File: src/qpc_pkg.sv
// Package for the quadrature position counter: widths, reset values, modes.
// Assumes a single 100 MHz system clock domain.
package qpc_pkg;

  // ---------------------------------------------------------------------
  // Counter modes
  // ---------------------------------------------------------------------
  typedef enum logic [1:0] {
    QPC_RESET_ON_INDEX       = 2'b00,
    QPC_RESET_ON_MAX         = 2'b01,
    QPC_RESET_ON_FIRST_INDEX = 2'b10
  } qpc_mode_t;

  // ---------------------------------------------------------------------
  // Widths and reset values
  // ---------------------------------------------------------------------
  localparam int          QPC_POS_W        = 32;
  localparam int          QPC_TMR_W        = 32;
  localparam int          QPC_CAP_W        = 16;
  localparam int          QPC_SYNC_W       = 16;
  localparam int          QPC_PRESCALE_W   = 4;
  localparam int          QPC_CAPDIV_W     = 3;
  localparam logic [15:0] QPC_CAP_MAX      = 16'hFFFF;
  localparam logic [31:0] QPC_POS_RESET    = 32'h0000_0000;
  localparam logic [15:0] QPC_CAP_RESET    = 16'h0000;
  localparam int          QPC_SYNC_STAGES  = 2;

endpackage : qpc_pkg

File: src/qpc_pulse_stretch.sv
// Pulse stretcher for the compare sync output.
// Assumes the trigger is a one-cycle pulse on the same clock.
module qpc_pulse_stretch
  import qpc_pkg::*;
#(
  parameter int WIDTH = QPC_SYNC_W
) (
  // Clock and reset
  input  wire logic             clk,
  input  wire logic             reset,
  // Trigger and length
  input  wire logic             trigger,
  input  wire logic [WIDTH-1:0] pulse_len,
  // Output
  output logic                  pulse
);

  initial begin
    if (WIDTH < 2) begin
      $error("qpc_pulse_stretch: WIDTH must be at least 2.");
    end
  end

  logic [WIDTH-1:0] remain;
  wire              running = (remain != '0);

  // A new trigger reloads the count, so the pulse always lasts the full width.
  always_ff @(posedge clk) begin
    if (reset) begin
      remain <= '0;
    end else if (trigger) begin
      remain <= pulse_len;
    end else if (running) begin
      remain <= remain - 1'b1;
    end
  end

  always_ff @(posedge clk) begin
    if (reset) begin
      pulse <= 1'b0;
    end else begin
      pulse <= trigger ? (pulse_len != '0) : (remain > 1);
    end
  end

  a_pulse_restart : assert property (@(posedge clk) disable iff (reset)
    trigger && (pulse_len > 2) |=> pulse ##1 pulse)
    else $error("Sync pulse did not restart on trigger.");

endmodule : qpc_pulse_stretch

File: src/qpc_counter.sv
// Quadrature position counter: decoder, position counter, compare, timers.
// Assumes encoder pins are asynchronous; all control ports are on clk.
//
// Behaviour
// - Direction from phase relation, output flag
// - Count pulse on every phase edge
// - Count up forward, down reverse
// - Swap bit exchanges phase inputs
// - Overflow loads zero, underflow loads max
// - Overflow and underflow raise interrupt flags
// - Index mode: index loads zero or max
// - Max mode wraps at maximum and zero
// - Max mode wraps set overflow/underflow flags
// - First index mode: only first index loads
// - Index load acts at index edge
// - No phase error detection
// - Compare value always shadowed
// - Shadow loads on match or zero
// - Match gives sync pulse and flag
// - New match restarts sync pulse
// - Unit timer counts while enabled
// - Timer wraps at period, sets timeout
// - Timeout latches position value
// - Capture timer latched on unit event
// - Direction reversal sets change error
// - Capture overrange sets overflow error
// - Enable bits gate each interrupt source
module qpc_counter
  import qpc_pkg::*;
#(
  parameter int POS_W    = QPC_POS_W,
  parameter int TMR_W    = QPC_TMR_W,
  parameter int SYNC_W   = QPC_SYNC_W,
  parameter int CAPDIV_W = QPC_CAPDIV_W
) (
  // Clock and reset
  input  wire logic                      clk,
  input  wire logic                      reset,
  // Encoder pins
  input  wire logic                      phase_a_input,
  input  wire logic                      phase_b_input,
  input  wire logic                      index_input,
  // Decoder and counter control
  input  wire logic                      swap_phases,
  input  wire qpc_mode_t                 counter_mode,
  input  wire logic [POS_W-1:0]          max_position_value,
  input  wire logic [POS_W-1:0]          initial_position_value,
  input  wire logic                      load_initial,
  // Position compare
  input  wire logic [POS_W-1:0]          position_compare_value,
  input  wire logic                      compare_write,
  input  wire logic                      shadow_load_on_zero,
  input  wire logic [SYNC_W-1:0]         sync_pulse_width,
  // Unit timer
  input  wire logic                      unit_timer_enable,
  input  wire logic [TMR_W-1:0]          unit_timer_period,
  // Capture unit
  input  wire logic [QPC_PRESCALE_W-1:0] unit_position_prescale,
  input  wire logic [CAPDIV_W-1:0]       capture_clock_prescale,
  input  wire logic                      capture_flags_clear,
  // Interrupt enables: direction, underflow, overflow, match, timeout
  input  wire logic [4:0]                interrupt_enable_reg,
  // Status outputs
  output logic                           direction_flag,
  output logic [POS_W-1:0]               position_count,
  output logic [POS_W-1:0]               position_latch_value,
  output logic [TMR_W-1:0]               unit_timer_count,
  output logic [QPC_CAP_W-1:0]           capture_timer_count,
  output logic [QPC_CAP_W-1:0]           capture_period_value,
  output logic                           capture_new_value,
  output logic                           direction_change_error_flag,
  output logic                           capture_overflow_error_flag,
  output logic                           first_index_seen,
  output logic [POS_W-1:0]               active_compare,
  // Event flags and interrupt
  output logic                           overflow_flag,
  output logic                           underflow_flag,
  output logic                           compare_flag,
  output logic                           unit_timeout_flag,
  output logic                           direction_change_flag,
  output logic                           compare_sync_output,
  output logic                           interrupt_out
);

  initial begin
    if (POS_W < 2 || TMR_W < 2 || SYNC_W < 2 || CAPDIV_W < 1) begin
      $error("qpc_counter: widths too small.");
    end
  end

  // -----------------------------------------------------------------------
  // Input synchronisers and decoder
  // -----------------------------------------------------------------------
  logic [2:0] pin_meta;
  logic [2:0] pin_sync;
  logic [2:0] pin_prev;

  // Not reset: the chain follows the pins during reset, so a phase that
  // rests high is not taken for an edge when reset is released.
  always_ff @(posedge clk) begin
    pin_meta <= {index_input, phase_b_input, phase_a_input};
    pin_sync <= pin_meta;
    pin_prev <= pin_sync;
  end

  wire decoder_phase_a  = swap_phases ? pin_sync[1] : pin_sync[0];
  wire decoder_phase_b  = swap_phases ? pin_sync[0] : pin_sync[1];
  wire prev_phase_a     = swap_phases ? pin_prev[1] : pin_prev[0];
  wire prev_phase_b     = swap_phases ? pin_prev[0] : pin_prev[1];
  wire edge_a           = decoder_phase_a ^ prev_phase_a;
  wire edge_b           = decoder_phase_b ^ prev_phase_b;
  // Ideal inputs are assumed, so a double edge is never judged an error.
  wire count_clock_pulse = edge_a | edge_b;
  // Forward when A leads B: an A edge makes A differ from B.
  wire forward_now      = edge_a ? (decoder_phase_a != decoder_phase_b)
                                 : (decoder_phase_a == decoder_phase_b);
  wire index_event      = pin_sync[2] & ~pin_prev[2];

  always_ff @(posedge clk) begin
    if (reset) begin
      direction_flag <= 1'b0;
    end else if (count_clock_pulse) begin
      direction_flag <= forward_now;
    end
  end

  // -----------------------------------------------------------------------
  // Position counter
  // -----------------------------------------------------------------------
  wire at_max       = (position_count >= max_position_value);
  wire at_zero      = (position_count == '0);
  wire index_mode   = (counter_mode == QPC_RESET_ON_INDEX);
  wire first_mode   = (counter_mode == QPC_RESET_ON_FIRST_INDEX);
  wire index_load   = index_event &&
                      (index_mode || (first_mode && !first_index_seen));
  wire cnt_up       = count_clock_pulse && forward_now;
  wire cnt_down     = count_clock_pulse && !forward_now;
  wire next_ovf     = !index_load && cnt_up && at_max;
  wire next_unf     = !index_load && cnt_down && at_zero;
  wire index_dir    = count_clock_pulse ? forward_now : direction_flag;

  logic [POS_W-1:0] next_position;

  always_comb begin
    next_position = position_count;
    if (load_initial) begin
      next_position = initial_position_value;
    end else if (index_load) begin
      next_position = index_dir ? '0 : max_position_value;
    end else if (next_ovf) begin
      next_position = '0;
    end else if (next_unf) begin
      next_position = max_position_value;
    end else if (cnt_up) begin
      next_position = position_count + 1'b1;
    end else if (cnt_down) begin
      next_position = position_count - 1'b1;
    end
  end

  always_ff @(posedge clk) begin
    if (reset) begin
      position_count   <= '0;
      first_index_seen <= 1'b0;
    end else begin
      position_count <= next_position;
      if (index_event && first_mode) begin
        first_index_seen <= 1'b1;
      end
    end
  end

  // -----------------------------------------------------------------------
  // Position compare with shadow
  // -----------------------------------------------------------------------
  logic [POS_W-1:0] shadow_compare;
  logic             shadow_pending;
  logic             pos_changed;

  always_ff @(posedge clk) begin
    if (reset) begin
      pos_changed <= 1'b0;
    end else begin
      pos_changed <= (next_position != position_count);
    end
  end

  wire compare_match = pos_changed && (position_count == active_compare);
  wire zero_event    = pos_changed && at_zero;
  wire shadow_move   = shadow_pending &&
                       (shadow_load_on_zero ? zero_event : compare_match);

  always_ff @(posedge clk) begin
    if (reset) begin
      shadow_compare <= '0;
      shadow_pending <= 1'b0;
      active_compare <= '0;
    end else begin
      if (compare_write) begin
        shadow_compare <= position_compare_value;
      end
      shadow_pending <= compare_write | (shadow_pending & ~shadow_move);
      if (shadow_move) begin
        active_compare <= shadow_compare;
      end
    end
  end

  qpc_pulse_stretch #(
    .WIDTH(SYNC_W)
  ) u_stretch (
    .clk      (clk),
    .reset    (reset),
    .trigger  (compare_match),
    .pulse_len(sync_pulse_width),
    .pulse    (compare_sync_output)
  );

  // -----------------------------------------------------------------------
  // Unit timer
  // -----------------------------------------------------------------------
  wire unit_timeout = unit_timer_enable && (unit_timer_count == unit_timer_period);

  always_ff @(posedge clk) begin
    if (reset) begin
      unit_timer_count     <= '0;
      position_latch_value <= '0;
    end else if (unit_timeout) begin
      unit_timer_count     <= '0;
      position_latch_value <= position_count;
    end else if (unit_timer_enable) begin
      unit_timer_count <= unit_timer_count + 1'b1;
    end
  end

  // -----------------------------------------------------------------------
  // Capture unit
  // -----------------------------------------------------------------------
  logic [15:0]         upe_count;
  logic [CAPDIV_W-1:0] cap_div;
  logic                upe_dir;
  logic                dir_seen_change;
  logic                cap_overrange;

  wire [15:0] upe_mask = 16'(({16'h0000, 16'h0001} << unit_position_prescale) - 1);
  wire        upe_hit  = count_clock_pulse && ((upe_count & upe_mask) == upe_mask);
  wire capture_timer_clock = (cap_div == capture_clock_prescale);
  wire dir_changed = count_clock_pulse && (forward_now != direction_flag);

  always_ff @(posedge clk) begin
    if (reset) begin
      upe_count <= 16'h0000;
      cap_div   <= '0;
    end else begin
      if (count_clock_pulse) begin
        upe_count <= upe_hit ? 16'h0000 : upe_count + 16'h0001;
      end
      cap_div <= capture_timer_clock ? '0 : cap_div + 1'b1;
    end
  end

  always_ff @(posedge clk) begin
    if (reset) begin
      capture_timer_count <= QPC_CAP_RESET;
      capture_period_value <= QPC_CAP_RESET;
      cap_overrange <= 1'b0;
      dir_seen_change <= 1'b0;
      upe_dir <= 1'b0;
    end else if (upe_hit) begin
      capture_timer_count  <= QPC_CAP_RESET;
      capture_period_value <= capture_timer_count;
      cap_overrange        <= 1'b0;
      dir_seen_change      <= 1'b0;
      upe_dir              <= forward_now;
    end else begin
      if (capture_timer_clock && capture_timer_count == QPC_CAP_MAX) begin
        cap_overrange <= 1'b1;
      end
      if (capture_timer_clock) begin
        capture_timer_count <= capture_timer_count + 16'h0001;
      end
      if (dir_changed) begin
        dir_seen_change <= 1'b1;
      end
    end
  end

  // Error flags are sticky; an event in the clearing cycle wins.
  always_ff @(posedge clk) begin
    if (reset) begin
      capture_new_value           <= 1'b0;
      direction_change_error_flag <= 1'b0;
      capture_overflow_error_flag <= 1'b0;
    end else begin
      capture_new_value <= upe_hit | (capture_new_value & ~capture_flags_clear);
      direction_change_error_flag <= (upe_hit && (dir_seen_change || dir_changed))
        | (direction_change_error_flag & ~capture_flags_clear);
      capture_overflow_error_flag <= (upe_hit && cap_overrange)
        | (capture_overflow_error_flag & ~capture_flags_clear);
    end
  end

  // -----------------------------------------------------------------------
  // Event flags and interrupt
  // -----------------------------------------------------------------------
  // Flags last one cycle so software never needs to clear them.
  always_ff @(posedge clk) begin
    if (reset) begin
      overflow_flag         <= 1'b0;
      underflow_flag        <= 1'b0;
      compare_flag          <= 1'b0;
      unit_timeout_flag     <= 1'b0;
      direction_change_flag <= 1'b0;
    end else begin
      overflow_flag         <= next_ovf;
      underflow_flag        <= next_unf;
      compare_flag          <= compare_match;
      unit_timeout_flag     <= unit_timeout;
      direction_change_flag <= dir_changed;
    end
  end

  wire [4:0] flag_vec = {unit_timeout_flag, compare_flag, overflow_flag,
                         underflow_flag, direction_change_flag};
  assign interrupt_out = |(flag_vec & interrupt_enable_reg);

  // -----------------------------------------------------------------------
  // Assertions
  // -----------------------------------------------------------------------
  a_count_up_step : assert property (@(posedge clk) disable iff (reset)
    cnt_up && !at_max && !index_load && !load_initial
    |=> position_count == $past(position_count) + 1'b1)
    else $error("Position did not increment.");

  a_overflow_wrap : assert property (@(posedge clk) disable iff (reset)
    next_ovf && !load_initial |=> position_count == '0 && overflow_flag)
    else $error("Overflow did not wrap to zero.");

  a_underflow_wrap : assert property (@(posedge clk) disable iff (reset)
    next_unf && !load_initial |=> position_count == $past(max_position_value)
    && underflow_flag)
    else $error("Underflow did not wrap to maximum.");

  a_index_load : assert property (@(posedge clk) disable iff (reset)
    index_load && !load_initial && index_dir |=> position_count == '0)
    else $error("Index event did not clear position.");

  a_timer_hold : assert property (@(posedge clk) disable iff (reset)
    !unit_timer_enable |=> $stable(unit_timer_count))
    else $error("Unit timer moved while disabled.");

  a_timeout_latch : assert property (@(posedge clk) disable iff (reset)
    unit_timeout |=> position_latch_value == $past(position_count)
    && unit_timer_count == '0 && unit_timeout_flag)
    else $error("Timeout did not latch position.");

  a_flag_one_cycle : assert property (@(posedge clk) disable iff (reset)
    overflow_flag |=> !overflow_flag)
    else $error("Overflow flag lasted more than one cycle.");

  a_capture_latch : assert property (@(posedge clk) disable iff (reset)
    upe_hit |=> capture_period_value == $past(capture_timer_count)
    && capture_new_value)
    else $error("Capture value not latched.");

  a_first_index_once : assert property (@(posedge clk) disable iff (reset)
    first_mode && first_index_seen && index_event && !count_clock_pulse && !load_initial
    |=> position_count == $past(position_count))
    else $error("Index reloaded after the first one.");

  c_overflow  : cover property (@(posedge clk) disable iff (reset) next_ovf);
  c_underflow : cover property (@(posedge clk) disable iff (reset) next_unf);
  c_match     : cover property (@(posedge clk) disable iff (reset) compare_match);
  c_capture   : cover property (@(posedge clk) disable iff (reset) upe_hit);

endmodule : qpc_counter

File: config.mk
export PLATFORM = sky130hd
export DESIGN_NAME = qpc_counter
export DESIGN_NICKNAME = d
export VERILOG_FILES = /design/src/qpc_pkg.sv /design/src/qpc_pulse_stretch.sv /design/src/qpc_counter.sv
export SDC_FILE = /design/constraint.sdc
export NUM_CORES = 1
export LEC_CHECK = 0
export ABC_CLOCK_PERIOD_IN_PS = 6900
export BUFFER_PORTS_ARGS = -buffer_cell sky130_fd_sc_hd__buf_2
export CORE_MARGIN = 4
export CORE_UTILIZATION = 30
export CTS_CLUSTER_DIAMETER = 50
export DETAILED_ROUTE_END_ITERATION = 6
export SLEW_MARGIN = 20
export SYNTH_ARGS = -nofsm -noshare
export SYNTH_HDL_FRONTEND = slang
export SYNTH_SLANG_ARGS = --single-unit
File: constraint.sdc
create_clock -name clk -period 6.9 [get_ports clk]
set_input_delay 0.69 -clock clk [delete_from_list [all_inputs] [get_ports clk]]
set_output_delay 0.69 -clock clk [all_outputs]
set_load 0.05 [all_outputs]
==> reports/metrics.sh, run 1 <==
SYNTHFLOPTYPE='dfxtp_1'
LAYOUT.NETS=2325
FINAL.FILL_COUNT=4980
WORST_SETUP_HOLD_PATH_CLK_SLEW_NS=0.06
PORTBUFFERS=340
FIRSTDRTPASSITERS=5
BIGGEST_AREA_CONTRIBUTORS_IN_THE_SYNTHESIZED_NETLIST='dfxtp_1, xor2_1, nor2_1'
FIN_HOLD_WS_NS=0.230
DESIGN.CORE.AREA_SQ_MM=0.0477
GRT.MET1_USAGE_PCT=28.8
PIN_COUNT_OF_THE_BIGGEST_NET_ENTERING_GLOBAL_ROUTING=103
FINAL_DESIGN_AREA_NO_FILL_SQ_MM=0.0181
CTS.PATH.MAX_BUFFERS=3
SYN_AVG_CELL_AREA_SQ_UM=7.98
CRIT_PATH_CELL_TRACE='ha_1, a21oi_1, o21ai_0, a221o_1, o21ai_0, o21ai_1, a21oi_2, a22oi_1, xnor2_1, a311oi_1, a41oi_2'
FINALPOWER_uW=4590
CRITICAL_PATH_PEAK_FANOUT=15
SLOWEST_STAGE='a21oi_2'
FP.DIEAREA_SQ_MM=0.0519
VIAS_POST_DR=14700
SLEW_VIOL_FINAL=0
SYNTHARSTFLOPSHARE_PCT=0
POST_SYNTH_MOST_FREQUENT_CELLS='dfxtp_1, nor2_1, nand2_1'
SYNTH_SEQ_CELLS=250
FIN_WS_NS=2.50
TRITONCTS.NUM_BUFFERS=42
SYNTH_SEQUENTIAL_AREA_RATIO_PCT=34.5
REQUIRED_NS=7.29
INITIAL_CORE_UTIL_PCT=30.4
STATUS='finished, final reports clean'
TIGHTESTPINTRANSITION_NS=1.08
DIE_W_MICRONS=228
CP_COMMON_CELL='o21ai_0'
DRT_FIRST_ITER_VIOLATIONS=1103
DRT-TOTAL-WL_MICRONS=59300
LEAKAGE_uW=0.00783
DRTANTENNAVIOLNETS=0
CLKLATENCYLATEPIN_NS=0.56
CP_SLOWEST_STAGE_DELAY_NS=0.86
CAP_VIOLATIONS=0
SETUP.WORST_PATH.CLASS='reg2reg'
MET2_USAGE_PCT=34.1
DETAIL_ROUTE.VIAS_PER_CELL=5.34
R2R_SLACK_NS=2.50
GR-USAGE-ALL-LAYERS_PCT=21.8
SYNTH_TOP_AREA_CELL='dfxtp_1'
SYNTH_NETS=2027
GLOBALROUTE.BUSIESTLAYER='met2'
VIAS_IN_THE_FIRST_GLOBAL_ROUTE=14500
SETUP_VIOL_COUNT_FINAL=0
DETAIL_ROUTE.WL_PER_CELL_MICRONS=21.5
MIN_PERIOD_OVER_PERIOD_PCT=63.7
DETAILED_PLACE.AREA_SQ_MM=0.0167
SYNTHESIZED_INSTANCE_COUNT=1817
MAX_FREQ_MHz=227
SYNTH_CELL_TYPE_COUNT=89
IOS=341
HOLD_VIOL=0
CRITICAL_PATH.ENDPOINT_TYPE='flop'
YOSYSWARNINGS=0
CLOCK_TREE.HTREE_LEVEL_COUNT=2
CTS.ROOT.BUFFER_CELL='clkbuf_16'
TIMING.CLOCK.SKEW_NS=0.0227
SETUP.WORST_PATH.START_CLASS='flop'
FIRST_PASS_GRT_WIRE_LENGTH_MICRONS=89500
SYN_AREA_SQ_MM=0.0145
WORST_IR_DROP_VDD_mV=0.138
CP_DATA_ARRIVAL_TIME_NS=4.79
COUNT_OF_FLIP_FLOPS_WITH_A_BUILT_IN_ENABLE_AFTER_SYNTHESIS=0
PERIOD_NEEDED_NS=4.40
WORST-PATH-BUF-INV=0
HPWLAFTERDP_MICRONS=44900
POSTCTSSETUPREPAIRBUFS=0
TRITONCTS='done'
SYNTH_MOST_COMMON_CELL='dfxtp_1'
GRTUSAGEMET3_PCT=5.55
CRITPATHTOPFAMILY='compound AO/OA/AOI/OAI gates'
NUM_ROWS=80
DRC_VIOLATIONS_LEFT=0
CTS_RESIZED=0
GRT_SETUP_UNREPAIRED='false'
WORST_SLEW_MARGIN_RELATIVE_TO_ITS_LIMIT_PCT=27.7
TOTALNEGATIVESETUPSLACK_NS=0
P_PER_AREA_mW_PER_MM2=254
FLOW.AREA_GROWTH_FROM_SYNTHESIS_PCT=24.6
CTS.SINKS=250
POST_CTS_HOLD_BUFFER_COUNT=0
GRT_ANTENNA_BEFORE_REPAIR=8
DIE_H_MICRONS=228
TIMING.HOLD.WORST.CLASS='in2reg'
NETLIST.AREA_LEADER.SHARE_PCT=34.5
POST-PLACE-WS_NS=2.51
GP_CONGESTION=0.978
GLOBALROUTE.TOTALOVERFLOW=0
DRIVE_GT1_SHARE_PCT=22.4
==> cells in the final DEF, fill, tap and decap left out, types with 10 or more instances in the layout <==
| master | count |
|---|---|
| nor2b_1 | 13 |
| nor2_1 | 237 |
| a21oi_1 | 112 |
| nor4_1 | 47 |
| and3_1 | 27 |
| o22ai_1 | 18 |
| nand3_1 | 46 |
| nor3_1 | 35 |
| a22oi_1 | 27 |
| xnor2_1 | 80 |
| ha_1 | 41 |
| mux2i_1 | 70 |
| nand4_1 | 32 |
| nand2_1 | 225 |
| buf_4 | 36 |
| clkbuf_16 | 43 |
| a31oi_1 | 12 |
| or3_1 | 14 |
| dfxtp_1 | 250 |
| xor2_1 | 112 |
| o21ai_0 | 45 |
| buf_2 | 339 |
| and4_1 | 14 |
| nand2b_1 | 10 |
| inv_1 | 60 |
==> power breakdown <==
part / total [uW] / switching (uW) / internal [uW]
Combinational: 980 / 622 / 357
Sequential: 1600 / 81.4 / 1520
Clock: 2010 / 772 / 1230
Total: 4590 / 1480 / 3110
==> per-layer routing <==
metal  vias up  routed length, microns
met3       124                    5070
met5         -                      42
li1       6981                       -
met4         6                    2040
met2       639                   26400
met1      6999                   25800
==> final cells by class <==
type / count / area [sq um] / area share [%]
Antenna cell: 5 / 12.5 / 0.0693
Clock buffer: 53 / 1120 / 6.22
Clock inverter: 20 / 205 / 1.14
Inverter: 61 / 229 / 1.27
Multi-Input combinational cell: 1384 / 8730 / 48.4
Sequential cell: 250 / 5000 / 27.7
Tap cell: 615 / 769 / 4.26
Timing Repair Buffer: 376 / 1980 / 11.0
==> logic make-up after synthesis <==
| kind of cell | Yosys count | synth area share (%) |
|---|---|---|
| AO/OA/AOI/OAI | 326 | 14.8 |
| XOR/XNOR | 192 | 11.6 |
| adder cells (fa/ha/maj) | 41 | 3.54 |
| buffers and inverters | 183 | 5.36 |
| flip-flops | 250 | 34.5 |
| multiplexers | 75 | 5.22 |
| AND/OR/NAND/NOR | 750 | 24.9 |
==> final timing paths <==
path / from / endpoint / depth (start not counted)
hold / removal: phase_a_input / pin_meta[0]$_DFF_P_ / 1
setup / recovery: position_count[17]$_SDFF_PP0_ / pos_changed$_SDFF_PP0_ / 11
hold reg to reg: pin_meta[2]$_DFF_P_ / pin_sync[2]$_DFF_P_ / 0
setup reg to reg: position_count[17]$_SDFF_PP0_ / pos_changed$_SDFF_PP0_ / 11
==> registers in the layout, indices dropped and copies added, names as in the netlist, 3 cells and up <==
| signal | flops |
|---|---|
| active_compare | 32 |
| cap_div | 3 |
| capture_period_value | 16 |
| capture_timer_count | 16 |
| pin_meta | 3 |
| pin_prev | 3 |
| pin_sync | 3 |
| position_count | 32 |
| position_latch_value | 32 |
| shadow_compare | 32 |
| u_stretch.remain | 16 |
| unit_timer_count | 32 |
| upe_count | 15 |
==> stage by stage <==
| stage | util (%) | cells |
|---|---|---|
| final | 37.8 | 2764 |
| after global routing | 37.8 | 2760 |
| after CTS | 37.8 | 2759 |
| after detailed placement | 35.0 | 2686 |
| after global placement | 35.0 | 2686 |
| after floorplan | - | 1817 |
Power figures use the tool's default switching activity.
==> run 2, diff against run 1 <==
--- a/config.mk
+++ b/config.mk
@@ -5,7 +5,8 @@
 export SDC_FILE = /design/constraint.sdc
 export NUM_CORES = 1
 export LEC_CHECK = 0
-export ABC_CLOCK_PERIOD_IN_PS = 6900
+export ABC_AREA = 1
+export ABC_CLOCK_PERIOD_IN_PS = 3800
 export BUFFER_PORTS_ARGS = -buffer_cell sky130_fd_sc_hd__buf_2
 export CORE_MARGIN = 4
 export CORE_UTILIZATION = 30
==> constraint.sdc (replaced) <==
create_clock -name clk -period 3.8 [get_ports clk]
set_input_delay 0.38 -clock clk [delete_from_list [all_inputs] [get_ports clk]]
set_output_delay 0.38 -clock clk [all_outputs]
set_load 0.05 [all_outputs]
==> run 2 against run 1 <==
Against the previous run:
- core utilization increased by 0.15 points
- critical path depth increased by 10
- global-route usage decreased by 0.16 points
- final area increased by 8.1%
- power increased by 93%
- sequential share of layout area decreased by 2.1 points
- synthesized cell count increased by 34%
- die area increased by 7.3%
- sequential power increased by 82%
- final cell count increased by 26%
- non-clock buffer count increased by 23
- critical path type unchanged
- first-iteration DRC count increased by 30%
==> reports/metrics.sh, run 2 <==
STATUS='finished, final reports clean'
LEAKAGE_uW=0.00941
TIGHTESTPINTRANSITION_NS=1.07
POST_SYNTH_AND_OR_NAND_NOR_AREA_FRACTION_PCT=38.9
MIN_PERIOD_OVER_PERIOD_PCT=89.2
SYNTHARSTFLOPSHARE_PCT=0
FINALPOWER_uW=8880
GRT_ANTENNA_BEFORE_REPAIR=3
TIMING.HOLD.WORST.START='position_compare_value[21]'
TRITONCTS.NUM_BUFFERS=40
IOS=341
PERIOD_NEEDED_NS=3.39
CLOCK_TREE.HTREE_LEVEL_COUNT=2
POST_SYNTH_MOST_FREQUENT_CELLS='nand2_1, nor2_1, dfxtp_1'
SETUP.WORST_PATH.START='position_count[1]$_SDFF_PP0_'
DETAIL_ROUTE.WL_PER_CELL_MICRONS=18.1
WORST_SETUP_HOLD_PATH_CLK_SLEW_NS=0.06
MOSTFREQUENTLAYOUTCELL='nand2_1'
VIAS_IN_THE_FIRST_GLOBAL_ROUTE=16400
SYNTH_SEQ_CELLS=250
WORST_IR_DROP_VDD_mV=0.344
CRITICAL_PATH.REG2REG.STARTPOINT='position_count[1]$_SDFF_PP0_'
SYN_AVG_CELL_AREA_SQ_UM=6.41
DRT-TOTAL-WL_MICRONS=63100
COUNT_OF_FLIP_FLOPS_WITH_A_BUILT_IN_ENABLE_AFTER_SYNTHESIS=0
FIN_HOLD_WS_NS=0.0403
TRITONCTS='done'
SYNTH_NETS=2645
DRT_FIRST_ITER_VIOLATIONS=1437
SYNTH_MOST_COMMON_CELL='nand2_1'
NETLIST.AREA_LEADER.SHARE_PCT=32.1
SYNTH_CELL_TYPE_COUNT=62
YOSYS.AREA_SHARE.XOR_XNOR_PCT=4.27
DRIVE_GT1_SHARE_PCT=19.7
CAPTURE_INSTANCE_OF_THE_WORST_REGISTER_TO_REGISTER_PATH='pos_changed$_SDFF_PP0_'
FIN_WS_NS=0.409
GLOBALROUTE.TOTALOVERFLOW=0
CAP_VIOLATIONS=0
SYNTHFLOPTYPE='dfxtp_1'
MOSTFREQUENTLAYOUTCELLS='nand2_1, buf_2, nor2_1'
CTS.ROOT.BUFFER_CELL='clkbuf_16'
FP.DIEAREA_SQ_MM=0.0557
CRITICAL_PATH.ENDPOINT_TYPE='flop'
BIGGEST_AREA_CONTRIBUTORS_IN_THE_SYNTHESIZED_NETLIST='dfxtp_1, nand2_1, nor2_1'
LAYOUT.NETS=2990
PORTBUFFERS=340
POST-PLACE-WS_NS=0.348
HPWLAFTERDP_MICRONS=49800
SETUP.WORST_PATH.START_CLASS='flop'
DRC_VIOLATIONS_LEFT=0
REQUIRED_NS=4.26
SYNTH_MUX_AREA_SHARE_PCT=0
SYNTH_TOP_FAMILY_BY_AREA='simple AND/OR/NAND/NOR gates'
SYN_AREA_SQ_MM=0.0156
WORST_SLEW_MARGIN_RELATIVE_TO_ITS_LIMIT_PCT=28.8
CLKLATENCYLATEPIN_NS=0.56
SYNTH_SEQUENTIAL_AREA_RATIO_PCT=32.1
GP_CONGESTION=0.983
DESIGN.CORE.AREA_SQ_MM=0.0514
DIE_W_MICRONS=236
CTS_RESIZED=0
DETAIL_ROUTE.VIAS_PER_CELL=4.95
HOLD_VIOL=0
SETUP.WORST_PATH.CLASS='reg2reg'
CTS.PATH.MAX_BUFFERS=3
TIMING.CRITICAL_PATH.TO='pos_changed$_SDFF_PP0_'
P_PER_AREA_mW_PER_MM2=455
MAX_FREQ_MHz=295
PIN_COUNT_OF_THE_BIGGEST_NET_ENTERING_GLOBAL_ROUTING=57
SYNTH_TOP_AREA_CELL='dfxtp_1'
SYNTHESIZED_INSTANCE_COUNT=2435
SETUP_VIOL_COUNT_FINAL=0
R2R.WORST_PATH.CELLS=21
GR-USAGE-ALL-LAYERS_PCT=21.6
SLEW_VIOL_FINAL=0
DRTANTENNAVIOLNETS=0
POSTCTSSETUPREPAIRBUFS=0
FLOW.AREA_GROWTH_FROM_SYNTHESIS_PCT=25.1
FIRST_PASS_GRT_WIRE_LENGTH_MICRONS=95500
TIMING.HOLD.WORST.CLASS='in2reg'
CTS.SINKS=250
TOTALNEGATIVESETUPSLACK_NS=0
CELL_COUNT_AFTER_PLACEMENT=3415
CP_DATA_ARRIVAL_TIME_NS=3.85
CRITICAL_PATH_PEAK_FANOUT=14
INITIAL_CORE_UTIL_PCT=30.3
GRT_SETUP_UNREPAIRED='false'
VIAS_POST_DR=17300
DIE_H_MICRONS=236
YOSYSWARNINGS=0
SYNTH_COMPOUND_GATE_AREA_SHARE_PCT=11.8
NUM_ROWS=83
FINAL_CELL_COUNT_NO_FILL=3491
R2R_SLACK_NS=0.41
SYNTH-ADDER-AREA-SHARE_PCT=3.29
TIMING.CLOCK.SKEW_NS=0.0195
POST_CTS_HOLD_BUFFER_COUNT=3
FIRSTDRTPASSITERS=6
run 2: kinds of logic after synthesis:
kind of cell             after synthesis
AND/OR/NAND/NOR                     1364
AO/OA/AOI/OAI                        345
buffers and inverters                359
XOR/XNOR                              76
flip-flops                           250
adder cells (fa/ha/maj)               41
run 2: worst min-delay path by stage:
stage / to / slack [ns] / cells after the start
after floorplan: pin_sync[0]$_DFF_P_ / 0.31 / 0
final: shadow_compare[21]$_SDFFE_PP0P_ / 0.04 / 3
after global routing: shadow_compare[12]$_SDFFE_PP0P_ / 0.04 / 3
after global placement: pin_sync[0]$_DFF_P_ / 0.31 / 0
after CTS: shadow_compare[3]$_SDFFE_PP0P_ / 0.005 / 3
after detailed placement: pin_sync[2]$_DFF_P_ / 0.31 / 0
run 2: stage by stage:
| step | utilization, % | instance area, sq um |
|---|---|---|
| after floorplan | - | 15600 |
| after global placement | 35.2 | 18100 |
| after detailed placement | 35.2 | 18100 |
| after CTS | 38.0 | 19500 |
| after global routing | 38.0 | 19500 |
| final | 38.0 | 19500 |
run 2: critical path, stage by stage, from the launching register on:
cell     delay, ns
dfxtp_1       0.46
inv_1         0.15
ha_1          0.23
nand2_2       0.11
nor2_4        0.18
nand2_1       0.09
nor3_1        0.25
nand2_2       0.31
nand2_1       0.32
nand3_1       0.12
nand2_1       0.08
nand2_1       0.08
nand2_1       0.07
nand2_1       0.05
nand2_1       0.07
nand3_1       0.07
nor2_1        0.13
nand2_1       0.08
nor2_1        0.23
nand3_1       0.11
nand2_1       0.07
inv_1         0.04
run 2: report_power, final:
group / total (uW) / internal (uW) / switching, uW / leakage (uW)
registers: 2910 / 2770 / 134 / 0.00204
logic: 2180 / 684 / 1490 / 0.00670
clock network: 3790 / 2360 / 1440 / 0.000665
run 2: layout make-up:
type	count	area, sq um
Fill cell	5672	31900
Multi-Input combinational cell	1826	9090
Sequential cell	250	5000
Timing Repair Buffer	399	2160
Clock buffer	52	1140
Inverter	263	1000
Tap cell	680	851
Clock inverter	20	264
Antenna cell	1	2.50
run 2: routing by layer:
layer	share of wire (%)	vias to the layer above	global-route usage [%]
met1	44	7862	29.1
met5	0	-	0
met2	44	696	34.3
met3	9.2	113	5.28
met4	2.9	0	6.58
li1	-	8610	-
